==> config.mk <==
export PLATFORM = sky130hd
export DESIGN_NAME = pattern_burst_seq
export DESIGN_NICKNAME = d
export VERILOG_FILES = /design/src/shared/burst_pkg.sv /design/src/shared/nib_stream_if.sv /design/src/design/burst_fifo.sv /design/src/design/pattern_burst_seq.sv /design/src/design/pattern_ram.sv
export SDC_FILE = /design/constraint.sdc
export NUM_CORES = 1
export LEC_CHECK = 0
export ABC_AREA = 1
export BUFFER_PORTS_ARGS = -buffer_cell sky130_fd_sc_hd__buf_2
export CELL_PAD_IN_SITES_DETAIL_PLACEMENT = 1
export CELL_PAD_IN_SITES_GLOBAL_PLACEMENT = 2
export CORE_MARGIN = 3
export CORE_UTILIZATION = 36
export CTS_BUF_LIST = sky130_fd_sc_hd__clkbuf_16
export DETAILED_ROUTE_END_ITERATION = 7
export GPL_TIMING_DRIVEN = 1
export PLACE_DENSITY_LB_ADDON = 0.1
export SYNTH_ARGS = -nofsm -noshare
export SYNTH_HDL_FRONTEND = slang
export SYNTH_HIERARCHICAL = 1
export SYNTH_SLANG_ARGS = --single-unit
==> constraint.sdc <==
create_clock -name MCLK_I -period 12.1 [get_ports MCLK_I]
set_input_delay 0.605 -clock MCLK_I [delete_from_list [all_inputs] [get_ports MCLK_I]]
set_output_delay 0.605 -clock MCLK_I [all_outputs]
set_load 0.01 [all_outputs]
==> src/shared/burst_pkg.sv <==
// Constants and types shared by the pattern burst sequencer
`default_nettype none
package burst_pkg;
  // ----------------------------------------
  // Register offsets
  // ----------------------------------------
  localparam logic [7:0] OFS_GEN_STATUS   = 8'h93;
  localparam logic [7:0] OFS_QZ_CFG       = 8'h9F;
  localparam logic [7:0] OFS_SYM_LOOPS    = 8'hA2;
  localparam logic [7:0] OFS_SYM_OFF      = 8'hA3;
  localparam logic [7:0] OFS_PKT_LOOPS    = 8'hA4;
  localparam logic [7:0] OFS_PKT_OFF      = 8'hA5;
  localparam logic [7:0] OFS_BIT_TIME     = 8'hA6;
  localparam logic [7:0] OFS_SYM_LEN      = 8'hA7;
  localparam logic [7:0] OFS_BURST_STATUS = 8'hA8;
  localparam logic [7:0] OFS_PAT_ADDR     = 8'hB0;
  localparam logic [7:0] OFS_PAT_DATA     = 8'hB1;
  localparam logic [7:0] OFS_FLAG_CLEAR   = 8'hE3;
  // ----------------------------------------
  // Field positions and reset values
  // ----------------------------------------
  localparam int         BUSY_BIT   = 0;
  localparam int         DONE_BIT   = 1;
  localparam int         IRQ_EN_BIT = 5;
  localparam int         QZ_W       = 3;
  localparam int         BT_W       = 6;
  localparam logic [7:0] RST_CFG    = 8'h00;
  // ----------------------------------------
  // Timing
  // ----------------------------------------
  localparam int CLK_PERIOD_NS = 10;
  localparam int BIT_BASE_NS   = 270;
  localparam int BIT_BASE_CYC  = BIT_BASE_NS / CLK_PERIOD_NS;
  localparam int NIB_BITS      = 4;
  // Sequencer states
  typedef enum logic [2:0] {
    S_IDLE, S_QZ_PRE, S_PAT, S_QZ_POST, S_SYM_OFF, S_PKT_OFF
  } seq_state_t;
endpackage
`default_nettype wire

==> src/shared/nib_stream_if.sv <==
// Valid/ready nibble stream between fetcher, FIFO and serialiser
`default_nettype none
interface nib_stream_if #(parameter int W = 4) ();
  logic         valid;
  logic         ready;
  logic [W-1:0] data;
  modport src (output valid, output data, input ready);
  modport snk (input valid, input data, output ready);
endinterface
`default_nettype wire

==> src/design/burst_fifo.sv <==
// Nibble FIFO with valid/ready on both sides and a flush
`default_nettype none
module burst_fifo #(
  parameter int W     = 4,
  parameter int DEPTH = 16
) (
  // Clock, reset and flush
  input  wire logic   clk_i,
  input  wire logic   arst_n_i,
  input  wire logic   flush_i,
  // Streams
  nib_stream_if.snk   in_s,
  nib_stream_if.src   out_s
);
  localparam int PW = $clog2(DEPTH);
  logic [W-1:0] mem [DEPTH];
  logic [PW-1:0] wr_ptr, rd_ptr, next_wr_ptr, next_rd_ptr;
  logic [PW:0]   count, next_count;
  logic          push, pop;

  // Honest full and empty from the count
  assign in_s.ready  = (count != (PW+1)'(DEPTH));
  assign out_s.valid = (count != '0);
  assign out_s.data  = mem[rd_ptr];
  assign push = in_s.valid && in_s.ready;
  assign pop  = out_s.valid && out_s.ready;

  // Pointer and count updates, flush wins
  always_comb begin
    next_wr_ptr = push ? wr_ptr + 1'b1 : wr_ptr;
    next_rd_ptr = pop ? rd_ptr + 1'b1 : rd_ptr;
    next_count  = count + (PW+1)'(push) - (PW+1)'(pop);
    if (flush_i) begin
      next_wr_ptr = '0;
      next_rd_ptr = '0;
      next_count  = '0;
    end
  end

  always_ff @(posedge clk_i) begin
    if (push) begin
      mem[wr_ptr] <= in_s.data;
    end
  end

  always_ff @(posedge clk_i or negedge arst_n_i) begin
    if (!arst_n_i) begin
      wr_ptr <= '0;
      rd_ptr <= '0;
      count  <= '0;
    end else begin
      wr_ptr <= next_wr_ptr;
      rd_ptr <= next_rd_ptr;
      count  <= next_count;
    end
  end
endmodule
`default_nettype wire

==> src/design/pattern_burst_seq.sv <==
// Infrared pattern burst sequencer with register port
`default_nettype none
module pattern_burst_seq #(
  parameter int FIFO_DEPTH = 16,
  parameter int RAM_AW     = 7
) (
  // Clock and reset
  input  wire logic       MCLK_I,
  input  wire logic       ARST_N_I,
  // Register port
  input  wire logic [7:0] REG_ADDR_I,
  input  wire logic       REG_WR_I,
  input  wire logic [7:0] REG_WDATA_I,
  input  wire logic       REG_RD_I,
  output var  logic [7:0] REG_RDATA_O,
  // LED and status
  output var  logic       LED_DRIVE_OUTPUT_O,
  output wire logic       BURST_BUSY_O,
  output wire logic       IRQ_O
);
  // ----------------------------------------
  // Configuration registers
  // ----------------------------------------
  logic [7:0] packet_loop_count, packet_off_time, symbol_nibble_length;
  logic [7:0] symbol_loop_count, symbol_off_time, pat_addr;
  logic [burst_pkg::BT_W-1:0] bit_time_value;
  logic [burst_pkg::QZ_W-1:0] quiet_zone_length;
  logic burst_irq_enable, burst_done_flag;
  logic [7:0] next_plc, next_pot, next_snl, next_slc, next_sot, next_pad;
  logic [burst_pkg::BT_W-1:0] next_btv;
  logic [burst_pkg::QZ_W-1:0] next_qz;
  logic next_irq_en, next_done;
  logic [7:0] next_rdata;
  logic start, clear_wr, done_set, ram_we;
  logic busy;

  // Write strobes decoded once
  assign start    = REG_WR_I && (REG_ADDR_I == burst_pkg::OFS_SYM_LEN);
  assign clear_wr = REG_WR_I && (REG_ADDR_I == burst_pkg::OFS_FLAG_CLEAR);
  assign ram_we   = REG_WR_I && (REG_ADDR_I == burst_pkg::OFS_PAT_DATA);

  // Register writes
  always_comb begin
    next_plc    = packet_loop_count;
    next_pot    = packet_off_time;
    next_snl    = symbol_nibble_length;
    next_slc    = symbol_loop_count;
    next_sot    = symbol_off_time;
    next_btv    = bit_time_value;
    next_qz     = quiet_zone_length;
    next_irq_en = burst_irq_enable;
    next_pad    = ram_we ? pat_addr + 8'h01 : pat_addr;
    if (REG_WR_I) begin
      case (REG_ADDR_I)
        burst_pkg::OFS_PKT_LOOPS: next_plc = REG_WDATA_I;
        burst_pkg::OFS_PKT_OFF:   next_pot = REG_WDATA_I;
        burst_pkg::OFS_SYM_LOOPS: next_slc = REG_WDATA_I;
        burst_pkg::OFS_SYM_OFF:   next_sot = REG_WDATA_I;
        burst_pkg::OFS_PAT_ADDR:  next_pad = REG_WDATA_I;
        burst_pkg::OFS_BIT_TIME:  next_btv = REG_WDATA_I[burst_pkg::BT_W-1:0];
        burst_pkg::OFS_QZ_CFG: begin
          next_qz     = REG_WDATA_I[burst_pkg::QZ_W-1:0];
          next_irq_en = REG_WDATA_I[burst_pkg::IRQ_EN_BIT];
        end
        burst_pkg::OFS_SYM_LEN:   next_snl = REG_WDATA_I;
        default: ;
      endcase
    end
  end

  assign next_done = done_set || (burst_done_flag && !clear_wr);

  // Read mux, unmapped addresses read zero
  always_comb begin
    next_rdata = REG_RDATA_O;
    if (REG_RD_I) begin
      case (REG_ADDR_I)
        burst_pkg::OFS_PKT_LOOPS: next_rdata = packet_loop_count;
        burst_pkg::OFS_PKT_OFF:   next_rdata = packet_off_time;
        burst_pkg::OFS_SYM_LOOPS: next_rdata = symbol_loop_count;
        burst_pkg::OFS_SYM_OFF:   next_rdata = symbol_off_time;
        burst_pkg::OFS_PAT_ADDR:  next_rdata = pat_addr;
        burst_pkg::OFS_BIT_TIME:  next_rdata = 8'(bit_time_value);
        burst_pkg::OFS_SYM_LEN:   next_rdata = symbol_nibble_length;
        burst_pkg::OFS_QZ_CFG: begin
          next_rdata = 8'(quiet_zone_length);
          next_rdata[burst_pkg::IRQ_EN_BIT] = burst_irq_enable;
        end
        burst_pkg::OFS_BURST_STATUS,
        burst_pkg::OFS_GEN_STATUS:
          next_rdata = {6'h00, burst_done_flag, busy};
        default:                  next_rdata = 8'h00;
      endcase
    end
  end

  always_ff @(posedge MCLK_I or negedge ARST_N_I) begin
    if (!ARST_N_I) begin
      packet_loop_count    <= burst_pkg::RST_CFG;
      packet_off_time      <= burst_pkg::RST_CFG;
      symbol_nibble_length <= burst_pkg::RST_CFG;
      symbol_loop_count    <= burst_pkg::RST_CFG;
      symbol_off_time      <= burst_pkg::RST_CFG;
      pat_addr             <= burst_pkg::RST_CFG;
      bit_time_value       <= '0;
      quiet_zone_length    <= '0;
      burst_irq_enable     <= 1'b0;
      burst_done_flag      <= 1'b0;
      REG_RDATA_O          <= 8'h00;
    end else begin
      packet_loop_count    <= next_plc;
      packet_off_time      <= next_pot;
      symbol_nibble_length <= next_snl;
      symbol_loop_count    <= next_slc;
      symbol_off_time      <= next_sot;
      pat_addr             <= next_pad;
      bit_time_value       <= next_btv;
      quiet_zone_length    <= next_qz;
      burst_irq_enable     <= next_irq_en;
      burst_done_flag      <= next_done;
      REG_RDATA_O          <= next_rdata;
    end
  end

  assign IRQ_O = burst_done_flag && burst_irq_enable;

  // ----------------------------------------
  // Pattern fetch into the FIFO
  // ----------------------------------------
  nib_stream_if #(.W(burst_pkg::NIB_BITS)) fill_s ();
  nib_stream_if #(.W(burst_pkg::NIB_BITS)) drain_s ();
  logic [7:0] ram_rdata, fetch_addr, next_fetch_addr;
  logic fetch_on, next_fetch_on, pending, next_pending, sym_go;

  pattern_ram #(.AW(RAM_AW), .DW(8)) u_ram (
    .clk_i    (MCLK_I),
    .arst_n_i (ARST_N_I),
    .we_i     (ram_we),
    .waddr_i  (pat_addr[RAM_AW-1:0]),
    .wdata_i  (REG_WDATA_I),
    .re_i     (fetch_on && !pending),
    .raddr_i  (fetch_addr[RAM_AW:1]),
    .rdata_o  (ram_rdata)
  );

  assign fill_s.valid = pending;
  assign fill_s.data  = fetch_addr[0] ? ram_rdata[7:4] : ram_rdata[3:0];

  // Fetcher stalls on a full FIFO
  always_comb begin
    next_fetch_on   = fetch_on;
    next_fetch_addr = fetch_addr;
    next_pending    = pending;
    if (fetch_on && !pending) begin
      next_pending = 1'b1;
    end
    if (pending && fill_s.ready) begin
      next_pending = 1'b0;
      if (fetch_addr == symbol_nibble_length) begin
        next_fetch_on = 1'b0;
      end else begin
        next_fetch_addr = fetch_addr + 8'h01;
      end
    end
    if (sym_go) begin
      next_fetch_on   = 1'b1;
      next_fetch_addr = 8'h00;
      next_pending    = 1'b0;
    end
  end

  always_ff @(posedge MCLK_I or negedge ARST_N_I) begin
    if (!ARST_N_I) begin
      fetch_on   <= 1'b0;
      fetch_addr <= 8'h00;
      pending    <= 1'b0;
    end else begin
      fetch_on   <= next_fetch_on;
      fetch_addr <= next_fetch_addr;
      pending    <= next_pending;
    end
  end

  // Stale nibbles dropped on every restart
  burst_fifo #(.W(burst_pkg::NIB_BITS), .DEPTH(FIFO_DEPTH)) u_fifo (
    .clk_i    (MCLK_I),
    .arst_n_i (ARST_N_I),
    .flush_i  (start),
    .in_s     (fill_s),
    .out_s    (drain_s)
  );

  // ----------------------------------------
  // Bit-time tick and sequencer
  // ----------------------------------------
  burst_pkg::seq_state_t state, next_state;
  logic [10:0] tick_cnt, next_tick_cnt, period, phase, next_phase;
  logic [10:0] qz_len, soff_len, poff_len;
  logic [7:0]  pkt_cnt, next_pkt, sym_cnt, next_sym, nib_cnt, next_nib;
  logic [3:0]  shift, next_shift;
  logic [1:0]  bit_idx, next_bit;
  logic        loaded, next_loaded, tick, tick_clr, next_led;
  logic        do_begin, do_after;

  assign period = 11'((11'(bit_time_value) + 11'h001) * 11'(burst_pkg::BIT_BASE_CYC));
  assign tick   = (tick_cnt == period - 11'h001);
  assign next_tick_cnt = (tick_clr || tick) ? 11'h000 : tick_cnt + 11'h001;
  assign qz_len   = 11'((11'h002 << quiet_zone_length) + 11'h001);
  assign soff_len = 11'((11'(symbol_off_time) << 1) + 11'h001);
  assign poff_len = 11'((11'(packet_off_time) + 11'h001) << 2);
  assign busy = (state != burst_pkg::S_IDLE);
  assign BURST_BUSY_O = busy;
  assign drain_s.ready = (state == burst_pkg::S_PAT) && !start
                         && (!loaded || (tick && bit_idx == 2'h3
                             && nib_cnt != symbol_nibble_length));

  // Phase sequencing, counted in bit-times
  always_comb begin
    next_state  = state;
    next_phase  = phase;
    next_pkt    = pkt_cnt;
    next_sym    = sym_cnt;
    next_nib    = nib_cnt;
    next_shift  = shift;
    next_bit    = bit_idx;
    next_loaded = loaded;
    tick_clr    = 1'b0;
    sym_go      = 1'b0;
    done_set    = 1'b0;
    do_begin    = 1'b0;
    do_after    = 1'b0;
    case (state)
      burst_pkg::S_IDLE: ;
      burst_pkg::S_QZ_PRE: begin
        if (tick) begin
          if (phase == 11'h000) begin
            next_state = burst_pkg::S_PAT;
          end else begin
            next_phase = phase - 11'h001;
          end
        end
      end
      burst_pkg::S_PAT: begin
        if (!loaded) begin
          // Bit-time starts once data is there
          tick_clr = 1'b1;
          if (drain_s.valid) begin
            next_shift  = drain_s.data;
            next_bit    = 2'h0;
            next_loaded = 1'b1;
          end
        end else if (tick) begin
          if (bit_idx != 2'h3) begin
            next_shift = shift >> 1;
            next_bit   = bit_idx + 2'h1;
          end else if (nib_cnt == symbol_nibble_length) begin
            next_loaded = 1'b0;
            if (quiet_zone_length != '0) begin
              next_state = burst_pkg::S_QZ_POST;
              next_phase = qz_len - 11'h001;
            end else begin
              do_after = 1'b1;
            end
          end else begin
            next_nib    = nib_cnt + 8'h01;
            next_shift  = drain_s.data;
            next_bit    = 2'h0;
            next_loaded = drain_s.valid;
          end
        end
      end
      burst_pkg::S_QZ_POST: begin
        if (tick) begin
          if (phase == 11'h000) begin
            do_after = 1'b1;
          end else begin
            next_phase = phase - 11'h001;
          end
        end
      end
      burst_pkg::S_SYM_OFF, burst_pkg::S_PKT_OFF: begin
        if (tick) begin
          if (phase == 11'h000) begin
            do_begin = 1'b1;
          end else begin
            next_phase = phase - 11'h001;
          end
        end
      end
      default: next_state = burst_pkg::S_IDLE;
    endcase
    if (do_after) begin
      if (sym_cnt != symbol_loop_count) begin
        next_state = burst_pkg::S_SYM_OFF;
        next_phase = soff_len - 11'h001;
        next_sym   = sym_cnt + 8'h01;
      end else if (pkt_cnt != packet_loop_count) begin
        next_state = burst_pkg::S_PKT_OFF;
        next_phase = poff_len - 11'h001;
        next_pkt   = pkt_cnt + 8'h01;
        next_sym   = 8'h00;
      end else begin
        next_state = burst_pkg::S_IDLE;
        done_set   = 1'b1;
      end
    end
    // restart from the very first symbol
    if (start) begin
      next_pkt = 8'h00;
      next_sym = 8'h00;
      do_begin = 1'b1;
    end
    if (do_begin) begin
      tick_clr    = 1'b1;
      sym_go      = 1'b1;
      next_nib    = 8'h00;
      next_loaded = 1'b0;
      next_phase  = qz_len - 11'h001;
      next_state  = (quiet_zone_length != '0) ? burst_pkg::S_QZ_PRE
                                              : burst_pkg::S_PAT;
    end
    next_led = (next_state == burst_pkg::S_PAT) && next_loaded && next_shift[0];
  end

  always_ff @(posedge MCLK_I or negedge ARST_N_I) begin
    if (!ARST_N_I) begin
      state              <= burst_pkg::S_IDLE;
      tick_cnt           <= 11'h000;
      phase              <= 11'h000;
      pkt_cnt            <= 8'h00;
      sym_cnt            <= 8'h00;
      nib_cnt            <= 8'h00;
      shift              <= 4'h0;
      bit_idx            <= 2'h0;
      loaded             <= 1'b0;
      LED_DRIVE_OUTPUT_O <= 1'b0;
    end else begin
      state              <= next_state;
      tick_cnt           <= next_tick_cnt;
      phase              <= next_phase;
      pkt_cnt            <= next_pkt;
      sym_cnt            <= next_sym;
      nib_cnt            <= next_nib;
      shift              <= next_shift;
      bit_idx            <= next_bit;
      loaded             <= next_loaded;
      LED_DRIVE_OUTPUT_O <= next_led;
    end
  end
endmodule
`default_nettype wire

==> src/design/pattern_ram.sv <==
// Pattern memory with registered read data
`default_nettype none
module pattern_ram #(
  parameter int AW = 7,
  parameter int DW = 8
) (
  // Clock and reset
  input  wire logic          clk_i,
  input  wire logic          arst_n_i,
  // Write side
  input  wire logic          we_i,
  input  wire logic [AW-1:0] waddr_i,
  input  wire logic [DW-1:0] wdata_i,
  // Read side
  input  wire logic          re_i,
  input  wire logic [AW-1:0] raddr_i,
  output var  logic [DW-1:0] rdata_o
);
  logic [DW-1:0] mem [2**AW];
  logic [DW-1:0] next_rdata;

  // Read data holds while no read is issued
  always_comb begin
    next_rdata = re_i ? mem[raddr_i] : rdata_o;
  end

  // Array carries no reset, contents are software loaded
  always_ff @(posedge clk_i) begin
    if (we_i) begin
      mem[waddr_i] <= wdata_i;
    end
  end

  always_ff @(posedge clk_i or negedge arst_n_i) begin
    if (!arst_n_i) begin
      rdata_o <= '0;
    end else begin
      rdata_o <= next_rdata;
    end
  end
endmodule
`default_nettype wire

Yosys cells after proc, flatten, opt, wreduce, memory -nomap -nowiden
Memories as Yosys holds them, arrays and structs flattened. A register that Yosys moved wholly into a read port is not among the register bits. Index checks and enable logic that the tools add are counted.

Output and inout port bits: 11. Memory bits (writable): 1088. Flip-flop bits (word level): 147. Memories: 2. Word-level logic and storage cells: 239.

$add $sub $neg: 20. Shift operators: 1. Muxes and demuxes: 98. Reduce and logical (&&, ||, !) cells: 56. Eq/ne operators: 33. Multiply operators: 1.

Memory list: u_ram.mem (words 128, width 8, rd ports 1, clocked after Yosys merged registers in 1, wr ports 1, line pattern_ram.sv:19) `logic [DW-1:0] mem [2**AW];`; u_fifo.mem (words 16, width 4, rd ports 1, clocked after Yosys merged registers in 0, wr ports 1, line burst_fifo.sv:16) `logic [W-1:0] mem [DEPTH];`.

Operators with widths (count): 2-to-1 mux 8 bit (20); 2-to-1 mux 11 bit (12); equality test 8 bit, second input constant (12); one-hot mux 8 bit (9 select lines) (1); subtractor 11 x 1 -> 11 bit, second input constant (4); adder 8 x 1 -> 8 bit, second input constant (5); 2-to-1 mux 4 bit (10); 2-to-1 mux 1 bit (34); 2-to-1 mux 3 bit (11); inequality test 8 bit (3); adder 11 x 1 -> 11 bit, second input constant (2); one-hot mux 11 bit (2 select lines) (1); AND reduction 2 bit (10); nonzero test 2 bit (10); equality test 8 bit (2); logical AND 1 bit (14); 2-to-1 mux 2 bit (6); nonzero test 3 bit (4); equality test 11 bit (1); zero test 11 bit (1); multiplier 7 x 5 -> 11 bit, second input constant (1); << shifter 2 x 3 -> 11 bit, first input constant (1); subtractor 10 x 1 -> 11 bit, second input constant (1); adder 9 x 1 -> 10 bit, second input constant (1); other kinds (26) (42).

Depth between registers and ports, before layout
Gate-level depths: netlist (run 1).

Depth after elaboration: 13. Gate-level depth with buffers: 40.

Hierarchy
The synthesis (run 1) kept the hierarchy.

By module, submodules not included: pattern_ram (cells an instance 3546, area each 42276.8 sq um, instances 1, seq. area each 30949.7 sq um); pattern_burst_seq (cells an instance 1334, area each 9541.7 sq um, instances 1, seq. area each 3353.2 sq um); burst_fifo (cells an instance 379, area each 3662.3 sq um, instances 1, seq. area each 2247.2 sq um).

Worst setup path before layout (run 1)
No wires, ideal clock.

Path kind: flip-flop to flip-flop. From: reg bit_time_value[0] in the netlist's numbering. To: reg u_fifo.count[4]. Cell stages (with the launch flop): 36. Setup slack: 6.259 ns. Arrival time: 5.722 ns. Cells stage by stage: dfrtp_1 > inv_1 > nor3_1 > inv_1 > nor2_1 > nand2_1 > xor2_1 > inv_1 > ha_1 > fa_1 > fa_1 > inv_1 > ha_1 > nand2_1 > nand2_1 > a21oi_1 > nand2_1 > nand2_1 > nand2_1 > nor2_4 > nand2_1 > nor2_2 > buf_2 > a21oi_1 > nor3_1 > nand2_1 > inv_1 > ha_1 > inv_1 > ha_1 > inv_1 > fa_1 > inv_1 > nand3_1 > a21oi_1 > nor2_1.

Cells in the longest elaborated chain, start to end: 11.

Ends and longest elaborated chain: start, declared (line pattern_burst_seq.sv:26) `logic [burst_pkg::BT_W-1:0] bit_time_value;`; start signal, assigned (line pattern_burst_seq.sv:117) `bit_time_value <= next_btv;`; adder 6 x 1 -> 7 bit (line pattern_burst_seq.sv:205) `assign period = 11'((11'(bit_time_value) + 11'h001) * 11'(burst_pkg::BIT_BASE_CYC));`; multiplier 7 x 5 -> 11 bit (line pattern_burst_seq.sv:205); subtractor 11 x 1 -> 11 bit (line pattern_burst_seq.sv:206) `assign tick = (tick_cnt == period - 11'h001);`; equality test 11 bit (line pattern_burst_seq.sv:206); logical AND 1 bit (line pattern_burst_seq.sv:214) `&& (!loaded || (tick && bit_idx == 2'h3`; logical AND 1 bit (line pattern_burst_seq.sv:215) `&& nib_cnt != symbol_nibble_length));`; logical OR 1 bit (line pattern_burst_seq.sv:214); logical AND 1 bit (line pattern_burst_seq.sv:214); via drain_s.ready (line nib_stream_if.sv:5) `logic ready;`; logical AND 1 bit (line burst_fifo.sv:26) `assign pop = out_s.valid && out_s.ready;`; subtractor 5 x 1 -> 5 bit (line burst_fifo.sv:32) `next_count = count + (PW+1)'(push) - (PW+1)'(pop);`; 2-to-1 mux 5 bit (line burst_fifo.sv:33) `if (flush_i) begin`; via u_fifo.next_count[4] (line burst_fifo.sv:18) `logic [PW:0] count, next_count;`; end signal, assigned (line burst_fifo.sv:54) `count <= next_count;`; end, declared (line burst_fifo.sv:18).

The timed path passes the listed nets, and every way through them passes these cells. A chain may end at the register's enable or synchronous reset.

Worst setup path in the final report (run 1)
Ends and elaborated chain as after synthesis.

==> impl_metrics.json, run 1 <==
{
  "core.rowCount": 143,
  "number_of_antenna_violations_at_the_first_check_in_global_routing": 9,
  "grt_max_degree": 191,
  "clock_skew_ns": 0.02865,
  "synth_fp_nets": 5334,
  "worst_hold_path.num_cells": 4,
  "clock-sinks": 1243,
  "setup_violations": 0,
  "fin_nets": 5291,
  "timing.critical_path.required_ns": 12.76,
  "postRouteWirelength_um": 174900,
  "peak_supply_drop_mv": 0.1889,
  "syn2layout_area_growth_pct": 10.42,
  "dieWidth_um": 398.6,
  "share_seq_of_total_power": 0.384,
  "avgViaCountPerCell": 5.226,
  "cp-end-kind": "flop",
  "max_cap_viol_count": 0,
  "dominant_combinational_cell_family_by_area_after_synthesis": "simple AND/OR/NAND/NOR gates",
  "worst_hold_startpoint": "REG_ADDR_I[6]",
  "min_path_type": "input pin to flop",
  "routabilityCongestion": 0.7932,
  "postSynthRegisterBits": 1243,
  "worst_slew_margin_rel": 0.2065,
  "synth-xor-area-share": 0.01010,
  "detailedRoute.firstIterationViolations": 2627,
  "finalHoldWorstSlack_ns": 0.2334,
  "tritoncts": "done",
  "ys_dominant_reg_cell": "edfxtp_1",
  "floorplan.die_area_mm2": 0.1589,
  "critical_path.reg2reg.endpoint": "u_fifo/count[4]$_DFF_PN0_",
  "total_leakage_power_nw": 23.06,
  "grt_setup_unrepaired": "false",
  "place_worst_setup_slack_ns": 5.472,
  "outcome": "complete, no violations",
  "grt_usage": 0.2206,
  "placed_cells": 7098,
  "nFillCells": 16740,
  "via_count_of_the_first_global_routing_pass": 39190,
  "kind_of_start_point_of_the_critical_path": "flop",
  "clock_tree.htree_level_count": 4,
  "arrival_ns": 7.25,
  "boundaryPins": 31,
  "finish.utilization": 0.4019,
  "share_comb_of_total_power": 0.308,
  "async_s_r_ff_share_synth": 0.1247,
  "synthDominantCellAreaShare": 0.5889,
  "initial_utilization": 0.3639,
  "power.share.switching": 0.3794,
  "rr_startpoint": "bit_time_value[0]$_DFFE_PN0P_",
  "die_h_um": 398.6,
  "antenna_violating_nets_post_route": 0,
  "clk_root_buffer_cell": "clkbuf_16",
  "cts_made_buffers": 145,
  "final-instance-count-excl-fill": 7364,
  "cell_class_contributing_the_biggest_share_of_worst_path_delay": "adder cells",
  "yosys.area_share.simple": 0.2439,
  "drt_first_pass_iters": 7,
  "via_count": 38490,
  "remaining_drc_errors": 0,
  "tightestPinTransition_ns": 1.185,
  "hpwl_after_detailed_placement_um": 104200,
  "final.setup.worst_slack_ns": 5.514,
  "fp.coreArea_mm2": 0.1524,
  "timing_worst_setup_path_type": "flop to flop",
  "synthAdderAreaFrac": 0.01403,
  "path_max_fanout": 15,
  "synth_cell_types": 67,
  "post_synth_instance_area_mm2": 0.05548,
  "first_pass_grt_wire_length_um": 261600,
  "latest_clock_arrival_within_the_worst_skew_pair_ns": 0.78,
  "min_period_ns": 6.586,
  "report.final.slew_viol_count": 0,
  "p_per_area_mw_per_mm2": 213.1,
  "post_synth_main_area_contributors": "edfxtp_1, nand2_1, nand3_1, dfrtp_1, inv_1",
  "max_freq_ghz": 0.1518,
  "hold_path_end": "burst_done_flag$_DFF_PN0_",
  "clock_path_buffers": 3,
  "synthDominantAreaCellType": "edfxtp_1",
  "cts.clk_slew.worst_paths_ns": 0.06,
  "buffer_ports.inserted": 30,
  "grt.overflow.total": 0,
  "synth_cells": 5259,
  "synth_compound_area_frac": 0.02079,
  "timing.critical_path.slowest_stage_cell": "fa_1",
  "synth_warnings": 6,
  "synth_enable_flop_cells": 1088,
  "critical_path.n_buffers_inverters": 8,
  "drive_gt1_frac": 0.05872,
  "synth_sequential_area_ratio": 0.6588,
  "p_sw_mw": 4.953,
  "period_share": 0.5443,
  "avgSynthCellArea_um2": 10.55,
  "ff2ff_path_depth": 33,
  "count_of_final_hold_check_violations": 0,
  "total_negative_slack_for_setup_checks_ns": 0,
  "wl_per_cell_um": 23.75,
  "p_clk_frac": 0.308,
  "rrSetupSlack_ns": 5.51,
  "cellInternalPower_mw": 8.101,
  "synth.area.mux_share": 0.0009697,
  "crit_path_max_incr_delay_ns": 0.55
}
==> timing repair <==
| action | CTS | global route |
|---|---|---|
| gates resized for setup | 0 | 0 |
| buffers inserted | 0 | 0 |
| setup endpoints to repair | 0 | 0 |
| hold endpoints to repair | 38 | 0 |
| hold buffers | 1 | 0 |
==> placed cells by master (no fill, tap or decap), types with 6 or more instances in the layout <==
cell | netlist | routed
nand3_1 | 1125 | 1125
o22ai_1 | 6 | 6
inv_1 | 279 | 322
fa_1 | 12 | 12
dfrtp_1 | 155 | 151
a21oi_1 | 31 | 31
nand2_1 | 1614 | 1612
inv_6 | 1 | 6
o31ai_1 | 7 | 7
buf_4 | 37 | 44
nor3_1 | 40 | 37
nor4_1 | 7 | 7
buf_6 | 54 | 9
nand4_1 | 25 | 25
o21ai_1 | 8 | 8
a31oi_1 | 7 | 7
nor2_2 | 8 | 8
o21ai_0 | 104 | 104
nor2_1 | 275 | 275
xor2_1 | 47 | 47
edfxtp_1 | 1088 | 1088
ha_1 | 43 | 43
o211ai_1 | 7 | 7
a221oi_1 | 6 | 6
xnor2_1 | 17 | 17
clkbuf_16 | 0 | 147
clkinv_2 | 0 | 19
clkinv_1 | 6 | 44
buf_2 | 104 | 21
inv_2 | 8 | 7
nor3b_1 | 6 | 6
nand2_2 | 4 | 6
==> synth_stat cells, types with 43 or more instances <==
cell / n
buf_2: 104
buf_6: 54
clkbuf_1: 52
dfrtp_1: 155
edfxtp_1: 1088
ha_1: 43
inv_1: 279
nand2_1: 1614
nand3_1: 1125
nor2_1: 275
o21ai_0: 104
xor2_1: 47
==> layer usage <==
layer / global-route usage / vias to the layer above / routed length [um] / part of all wire
li1: - / 18000 / - / -
met4: 0.05183 / 2 / 3191 / 0.018
met1: 0.3189 / 19610 / 83270 / 0.48
met5: 0 / - / 13 / 0.000074
met3: 0.03333 / 211 / 7270 / 0.042
met2: 0.3494 / 670 / 81150 / 0.46
==> final cells by class <==
class	instances	area, um^2	area share
sequential	1243	36570	0.5969
multi-input combinational	3453	16100	0.2627
clock buffer	147	3679	0.06005
tap	2030	2540	0.04146
inverter	295	1139	0.01859
clock inverter	114	625.6	0.01021
timing repair buffer	78	606.8	0.009906
antenna	4	10.01	0.0001634
==> per-stage QoR <==
stage	cell area [um^2]	total power, mW
3_5_place_dp	56940	9.190
2_1_floorplan	55480	7.788
6_report	61260	13.05
5_1_grt	61250	13.84
4_1_cts	61250	13.25
3_3_place_gp	56940	9.165
==> power by group through the flow <==
stage | clock (mW) | combinational (mW) | sequential [mW]
global placement | 0 | 4.05 | 5.11
global route | 4.30 | 4.50 | 5.04
floorplan | 0 | 2.82 | 4.97
finish | 4.02 | 4.02 | 5.02
CTS | 4.14 | 4.09 | 5.02
detailed placement | 0 | 4.08 | 5.11
==> logic make-up after synthesis <==
logic type	count (synthesis)
AO/OA/AOI/OAI	198
XOR/XNOR	64
adder cells (fa/ha/maj)	55
buffers and inverters	563
flip-flops	1243
multiplexers	5
AND/OR/NAND/NOR	3131
==> worst reg2reg max path: cells and delay by family, from the launching register on <==
kind	cells	cell delay, ns
buffers and inverters	8	0.76
and+or+nand+nor	13	1.74
AOI/OAI and AO/OA	3	0.49
xor gates and xnor gates	1	0.34
DFF	1	0.46
adders and majority gates	8	2.69
==> state kept, by name (all words and copies together), names as in the netlist, 5 cells and up <==
signal                cells
REG_RDATA_O               8
bit_time_value            6
fetch_addr                8
nib_cnt                   8
packet_loop_count         8
packet_off_time           8
pat_addr                  8
phase                    11
pkt_cnt                   8
sym_cnt                   8
symbol_loop_count         8
symbol_nibble_length      8
symbol_off_time           8
tick_cnt                 11
u_fifo/count              5
u_fifo/mem               64
u_ram/mem              1024
u_ram/rdata_o             8
==> worst max path at each step <==
stage                                        from                        end  slack [ns]  cells past startpoint
floorplan           bit_time_value[0]$_DFFE_PN0P_  u_fifo/count[4]$_DFF_PN0_        6.26                     35
global placement    bit_time_value[0]$_DFFE_PN0P_  u_fifo/count[4]$_DFF_PN0_        5.56                     35
detailed placement  bit_time_value[0]$_DFFE_PN0P_  u_fifo/count[4]$_DFF_PN0_        5.47                     33
CTS                 bit_time_value[0]$_DFFE_PN0P_  u_fifo/count[4]$_DFF_PN0_        5.43                     33
global route        bit_time_value[0]$_DFFE_PN0P_  u_fifo/count[4]$_DFF_PN0_        4.76                     36
finish              bit_time_value[0]$_DFFE_PN0P_  u_fifo/count[4]$_DFF_PN0_        5.51                     33
Power figures use the tool's default switching activity.
==> inputs of run 2 (changes only) <==
Clock period 12.1 ns to 5.6 ns, I/O delays scaled along.
==> run 2 against run 1 <==
Sequential cell count stayed put. Routed wire length shrank 0.18%. Final cell count grew 0.91%. Core utilization increased by 0.64 points. Clock skew decreased by 0.0031 ns. Critical path type unchanged. Fmax is 24% higher.
==> impl_metrics.json, run 2 (synthesis gave the netlist of run 1 again) <==
{
  "via_count": 38770,
  "grt_max_degree": 232,
  "peak_supply_drop_mv": 0.3329,
  "boundaryPins": 31,
  "layout_top_registers": "u_ram/mem (1024), u_fifo/mem (64)",
  "remaining_drc_errors": 0,
  "wl_per_cell_um": 23.49,
  "period_share": 0.9515,
  "max_cap_viol_count": 0,
  "drt_first_pass_iters": 5,
  "worst_slew_margin_rel": 0.2138,
  "cts.clk_slew.worst_paths_ns": 0.06,
  "final.setup.worst_slack_ns": 0.2714,
  "tritoncts": "done",
  "min_period_ns": 5.329,
  "latest_clock_arrival_within_the_worst_skew_pair_ns": 0.78,
  "number_of_antenna_violations_at_the_first_check_in_global_routing": 5,
  "detailedRoute.firstIterationViolations": 2420,
  "layout_common_cells": "nand2_1, nand3_1, edfxtp_1",
  "min_path_type": "input pin to flop",
  "hpwl_after_detailed_placement_um": 105600,
  "grt.overflow.total": 0,
  "area_used_by_multi_input_combinational_logic_mm2": 0.01632,
  "timing.critical_path.required_ns": 6.26,
  "timing_worst_setup_path_type": "flop to flop",
  "avgViaCountPerCell": 5.217,
  "clock_skew_ns": 0.02559,
  "postRouteWirelength_um": 174600,
  "place_worst_setup_slack_ns": -0.1719,
  "antenna_violating_nets_post_route": 0,
  "cp-end-kind": "flop",
  "setup_violations": 0,
  "grt_usage": 0.2202,
  "p_per_area_mw_per_mm2": 460.7,
  "routabilityCongestion": 0.7928,
  "floorplan.die_area_mm2": 0.1589,
  "place_area_mm2": 0.05749,
  "critPathMostFrequentCell": "inv_1",
  "buffer_ports.inserted": 30,
  "grt_setup_unrepaired": "true",
  "largest_register": "u_ram/mem",
  "dieWidth_um": 398.6,
  "tightestPinTransition_ns": 1.175,
  "finish.instance_area_mm2": 0.06224,
  "count_of_final_hold_check_violations": 0,
  "regArea_mm2": 0.03656,
  "fin_nets": 5361,
  "timing.critical_path.slowest_stage_cell": "fa_1",
  "clock_tree.htree_level_count": 4,
  "nFillCells": 16700,
  "die_h_um": 398.6,
  "core.rowCount": 143,
  "outcome": "complete, no violations",
  "syn2layout_area_growth_pct": 12.18,
  "drive_gt1_frac": 0.08148,
  "clk_root_buffer_cell": "clkbuf_16",
  "mostFrequentLayoutCell": "nand2_1",
  "arrival_ns": 5.98,
  "max_freq_ghz": 0.1877,
  "report.final.slew_viol_count": 0,
  "total_leakage_power_nw": 23.47,
  "clock_path_buffers": 3,
  "path_max_fanout": 4,
  "clock-sinks": 1243,
  "fp.coreArea_mm2": 0.1524,
  "total_negative_slack_for_setup_checks_ns": 0,
  "kind_of_start_point_of_the_critical_path": "flop",
  "largest_reg_flops": 1024,
  "via_count_of_the_first_global_routing_pass": 39600,
  "initial_utilization": 0.3639,
  "crit_path_max_incr_delay_ns": 0.52,
  "cts_made_buffers": 145,
  "first_pass_grt_wire_length_um": 261900
}
[run 2: cell types whose count changed in the layout (fill, tap and decap cells not counted), sizes merged]
cell | before | now
clkinvlp | 0 | 5
inv | 340 | 336
bufinv | 2 | 3
dlygate4sd3 | 1 | 7
clkinv | 67 | 65
diode | 4 | 1
buf | 77 | 141
[run 2: report_power, final]
group | internal (mW) | total, mW | switching (mW) | leakage [nW]
Clock | 4.93 | 8.84 | 3.91 | 2.31
Combinational | 2.45 | 8.96 | 6.51 | 9.44
Sequential | 10.4 | 10.9 | 0.449 | 11.7
[run 2: worst paths after layout]
| check | slack, ns | to | start | depth (start not counted) |
|---|---|---|---|---|
| setup / recovery | 0.27 | u_fifo/count[4]$_DFF_PN0_ | bit_time_value[0]$_DFFE_PN0P_ | 34 |
| hold / removal | 0.06 | u_ram/mem[12][4]$_DFFE_PP_ | REG_WDATA_I[4] | 1 |
| setup reg to reg | 0.27 | u_fifo/count[4]$_DFF_PN0_ | bit_time_value[0]$_DFFE_PN0P_ | 34 |
| hold reg to reg | 0.48 | bit_idx[0]$_DFFE_PN0P_ | bit_idx[0]$_DFFE_PN0P_ | 1 |
| max in group asynchronous | 4.48 | REG_RDATA_O[5]$_DFFE_PN0P_ | ARST_N_I | 3 |
| min in group asynchronous | 0.16 | u_fifo/wr_ptr[3]$_DFFE_PN0P_ | ARST_N_I | 2 |
[run 2: stage by stage]
stage                     utilization  hold WS [ns]  power (mW)  instances
after floorplan                     -      -0.01559       16.83       5259
final                          0.4083       0.05524       28.68       7431
after detailed placement       0.3771        0.3979       20.03       7155
after global placement         0.3771        0.3929       19.96       7155
after CTS                      0.4069       0.01202       28.99       7425
after global routing           0.4083       0.04032       30.34       7430
[run 2: critical path: cells and delay by family (launching register included)]
| family | cells | cell delay, ns |
|---|---|---|
| buf+inv | 11 | 0.87 |
| fa+ha+maj | 8 | 2.48 |
| compound gates | 3 | 0.28 |
| xor+xnor | 1 | 0.19 |
| simple gates | 11 | 1.02 |
| flops | 1 | 0.37 |
[run 2: area by class of cell]
cell class,count,share of cell area
diodes,1,0.00004021
clock buffers,147,0.05910
clock inverters,114,0.01212
inverters,295,0.01833
multi-input cells,3453,0.2622
flip-flops and latches,1243,0.5875
well taps,2030,0.04081
repair buffers,148,0.01990
[run 2: layer usage]
| metal | share of wire | global-route usage |
|---|---|---|
| met1 | 0.48 | 0.3195 |
| met2 | 0.46 | 0.3466 |
| met3 | 0.043 | 0.03308 |
| met4 | 0.021 | 0.05415 |
| met5 | 0.000063 | 0 |
[run 2: repair_timing]
item                                    4_1_cts  5_1_grt
buffers inserted                              2        5
gates resized for setup                       5       48
endpoints found under the setup margin        2        5
hold buffers                                  7        0
pin swaps                                     1       32
hold endpoints to repair                    167        0
==> inputs of run 3 (changes only) <==
Settings changed: CORE_ASPECT_RATIO from default to 0.7.
==> run 3 against run 2 <==
The flow now finishes with violations (capacitance limit, slew limit). Cell area fell by 0.25%. Global-route usage increased by 0.52 points. Sequential power hardly changed. Routed wire length grew 2.8%. Die area is essentially flat. Non-clock buffer count down 1. Sequential cell count unchanged. Via count is 1.4% higher. Register-to-register slack worse by 0.16 ns. Clock skew up 0.0053 ns. Clock-buffer cell count down 7. Combinational power rose by 1%.
==> impl_metrics.json, run 3 (synthesis gave the netlist of run 1 again) <==
{
  "place_area_mm2": 0.05736,
  "place_worst_setup_slack_ns": -0.2127,
  "mostFrequentLayoutCell": "nand2_1",
  "wl_per_cell_um": 24.31,
  "via_count_of_the_first_global_routing_pass": 39330,
  "timing.critical_path.required_ns": 6.23,
  "nFillCells": 16460,
  "failed_checks": "capacitance limit, slew limit",
  "rr_startpoint": "bit_time_value[0]$_DFFE_PN0P_",
  "layout_common_cells": "nand2_1, nand3_1, edfxtp_1",
  "hpwl_after_detailed_placement_um": 108900,
  "worstSetupEndpoint": "u_fifo/count[4]$_DFF_PN0_",
  "first_pass_grt_wire_length_um": 267200,
  "outcome": "complete, but fails checks",
  "die_h_um": 334.5,
  "grt_setup_unrepaired": "true",
  "total_leakage_power_nw": 23.39,
  "tightestPinTransition_ns": 1.535,
  "critical_path.reg2reg.endpoint": "u_fifo/count[4]$_DFF_PN0_",
  "grt_usage": 0.2254,
  "critical_path_source": "bit_time_value[0]$_DFFE_PN0P_",
  "max_freq_ghz": 0.1823,
  "fp.coreArea_mm2": 0.1517,
  "floorplan.die_area_mm2": 0.1589,
  "cts.clk_slew.worst_paths_ns": 0.06,
  "largest_reg_flops": 1024,
  "rrSetupSlack_ns": 0.12,
  "worst_hold_path.num_cells": 1,
  "count_of_final_hold_check_violations": 0,
  "finalHoldWorstSlack_ns": 0.06882,
  "largest_register": "u_ram/mem",
  "routabilityCongestion": 0.8306,
  "cts_made_buffers": 133,
  "clock_tree.htree_level_count": 4,
  "timing.critical_path.slowest_stage_cell": "fa_1",
  "grt_max_degree": 195,
  "area_used_by_multi_input_combinational_logic_mm2": 0.01636,
  "period_share": 0.9793,
  "core.rowCount": 119,
  "clk_root_buffer_cell": "clkbuf_16",
  "arrival_ns": 6.12,
  "finish.instance_area_mm2": 0.06208,
  "tritoncts": "done",
  "peak_supply_drop_mv": 0.4486,
  "boundaryPins": 31,
  "kind_of_start_point_of_the_critical_path": "flop",
  "grt.overflow.total": 0,
  "min_path_type": "input pin to flop",
  "cp-end-kind": "flop",
  "detailedRoute.firstIterationViolations": 3480,
  "latest_clock_arrival_within_the_worst_skew_pair_ns": 0.77,
  "ff2ff_path_depth": 34,
  "timing_worst_setup_path_type": "flop to flop",
  "setup_violations": 0,
  "path_max_fanout": 4,
  "regArea_mm2": 0.03656,
  "worst_slew_margin_rel": -0.04965,
  "fin_nets": 5348,
  "syn2layout_area_growth_pct": 11.90,
  "critPathMostFrequentCell": "inv_1",
  "p_per_area_mw_per_mm2": 462.8,
  "layout_top_registers": "u_ram/mem (1024), u_fifo/mem (64)",
  "remaining_drc_errors": 0,
  "number_of_antenna_violations_at_the_first_check_in_global_routing": 9,
  "postRouteWirelength_um": 179400,
  "drt_first_pass_iters": 6,
  "report.final.slew_viol_count": 2,
  "min_period_ns": 5.484,
  "dieWidth_um": 475.2,
  "buffer_ports.inserted": 30,
  "drive_gt1_frac": 0.08082,
  "antenna_violating_nets_post_route": 0,
  "final.setup.worst_slack_ns": 0.1160,
  "clock_path_buffers": 3,
  "avgViaCountPerCell": 5.326,
  "initial_utilization": 0.3657,
  "clock_skew_ns": 0.03089,
  "via_count": 39300,
  "max_cap_viol_count": 1,
  "clock-sinks": 1243,
  "crit_path_max_incr_delay_ns": 0.51
}
run 3: changes by cell type in the layout (fill, tap and decap cells not counted), moves of 4 or more:
cell	change
bufinv_16	+8
clkbuf_16	-7
inv_1	-6
clkinv_16	-4
clkinvlp_4	-4
nand2_1	-4
run 3: worst min-delay path by stage:
stage	from	to	slack (ns)
2_1_floorplan	ARST_N_I	LED_DRIVE_OUTPUT_O$_DFF_PN0_	-0.02
3_3_place_gp	ARST_N_I	u_fifo/count[3]$_DFF_PN0_	0.35
3_5_place_dp	ARST_N_I	u_fifo/count[2]$_DFF_PN0_	0.35
4_1_cts	REG_WDATA_I[6]	u_ram/mem[10][6]$_DFFE_PP_	0.03
5_1_grt	REG_WDATA_I[6]	u_ram/mem[11][6]$_DFFE_PP_	0.06
6_report	REG_WDATA_I[6]	u_ram/mem[10][6]$_DFFE_PP_	0.07
run 3: routing by layer:
metal	wire length (um)	GRT usage	up-vias
li1	-	-	18100
met1	92270	0.3625	20180
met2	73150	0.3109	847
met3	11190	0.04505	179
met4	2703	0.04367	2
met5	98	0	-
run 3: cell type report:
class | instances | area share
multi-input combinational | 3453 | 0.2635
tap | 1996 | 0.04023
clock buffer | 140 | 0.05643
clock inverter | 104 | 0.01272
antenna | 1 | 0.00004031
inverter | 295 | 0.01834
timing repair buffer | 147 | 0.01981
sequential | 1243 | 0.5889
run 3: power by group:
part           total, mW  leakage [nW]  switching, mW  internal, mW
Combinational       9.08          9.43           6.67          2.41
Clock               8.84          2.24           3.81          5.03
Sequential          10.8          11.7          0.381          10.4
Total               28.7          23.4           10.9          17.9
run 3: worst max-delay path, delay by kind of cell (launching register included):
kind / cells / cell delay, ns
compound gates: 3 / 0.41
xor+xnor: 1 / 0.16
fa+ha+maj: 8 / 2.43
buf+inv: 10 / 0.73
flops: 1 / 0.37
simple gates: 12 / 1.25
run 3: stage by stage:
step             util  setup TNS (ns)  std cells  power [mW]
6_report       0.4092               0       7379       28.73
5_1_grt        0.4092         -0.5602       7379       30.37
4_1_cts        0.4079               0       7374       28.92
3_5_place_dp   0.3780         -0.3234       7111       19.97
3_3_place_gp   0.3780         -0.2166       7111       19.90
2_1_floorplan       -               0       5259       16.83
run 3: timing repair:
item                                   CTS  global route
resized for setup                       15            46
setup endpoints to repair                3             8
buffers inserted                        12             6
endpoints found under the hold margin  152             0
hold buffers                             7             0
pin swaps                                9            33
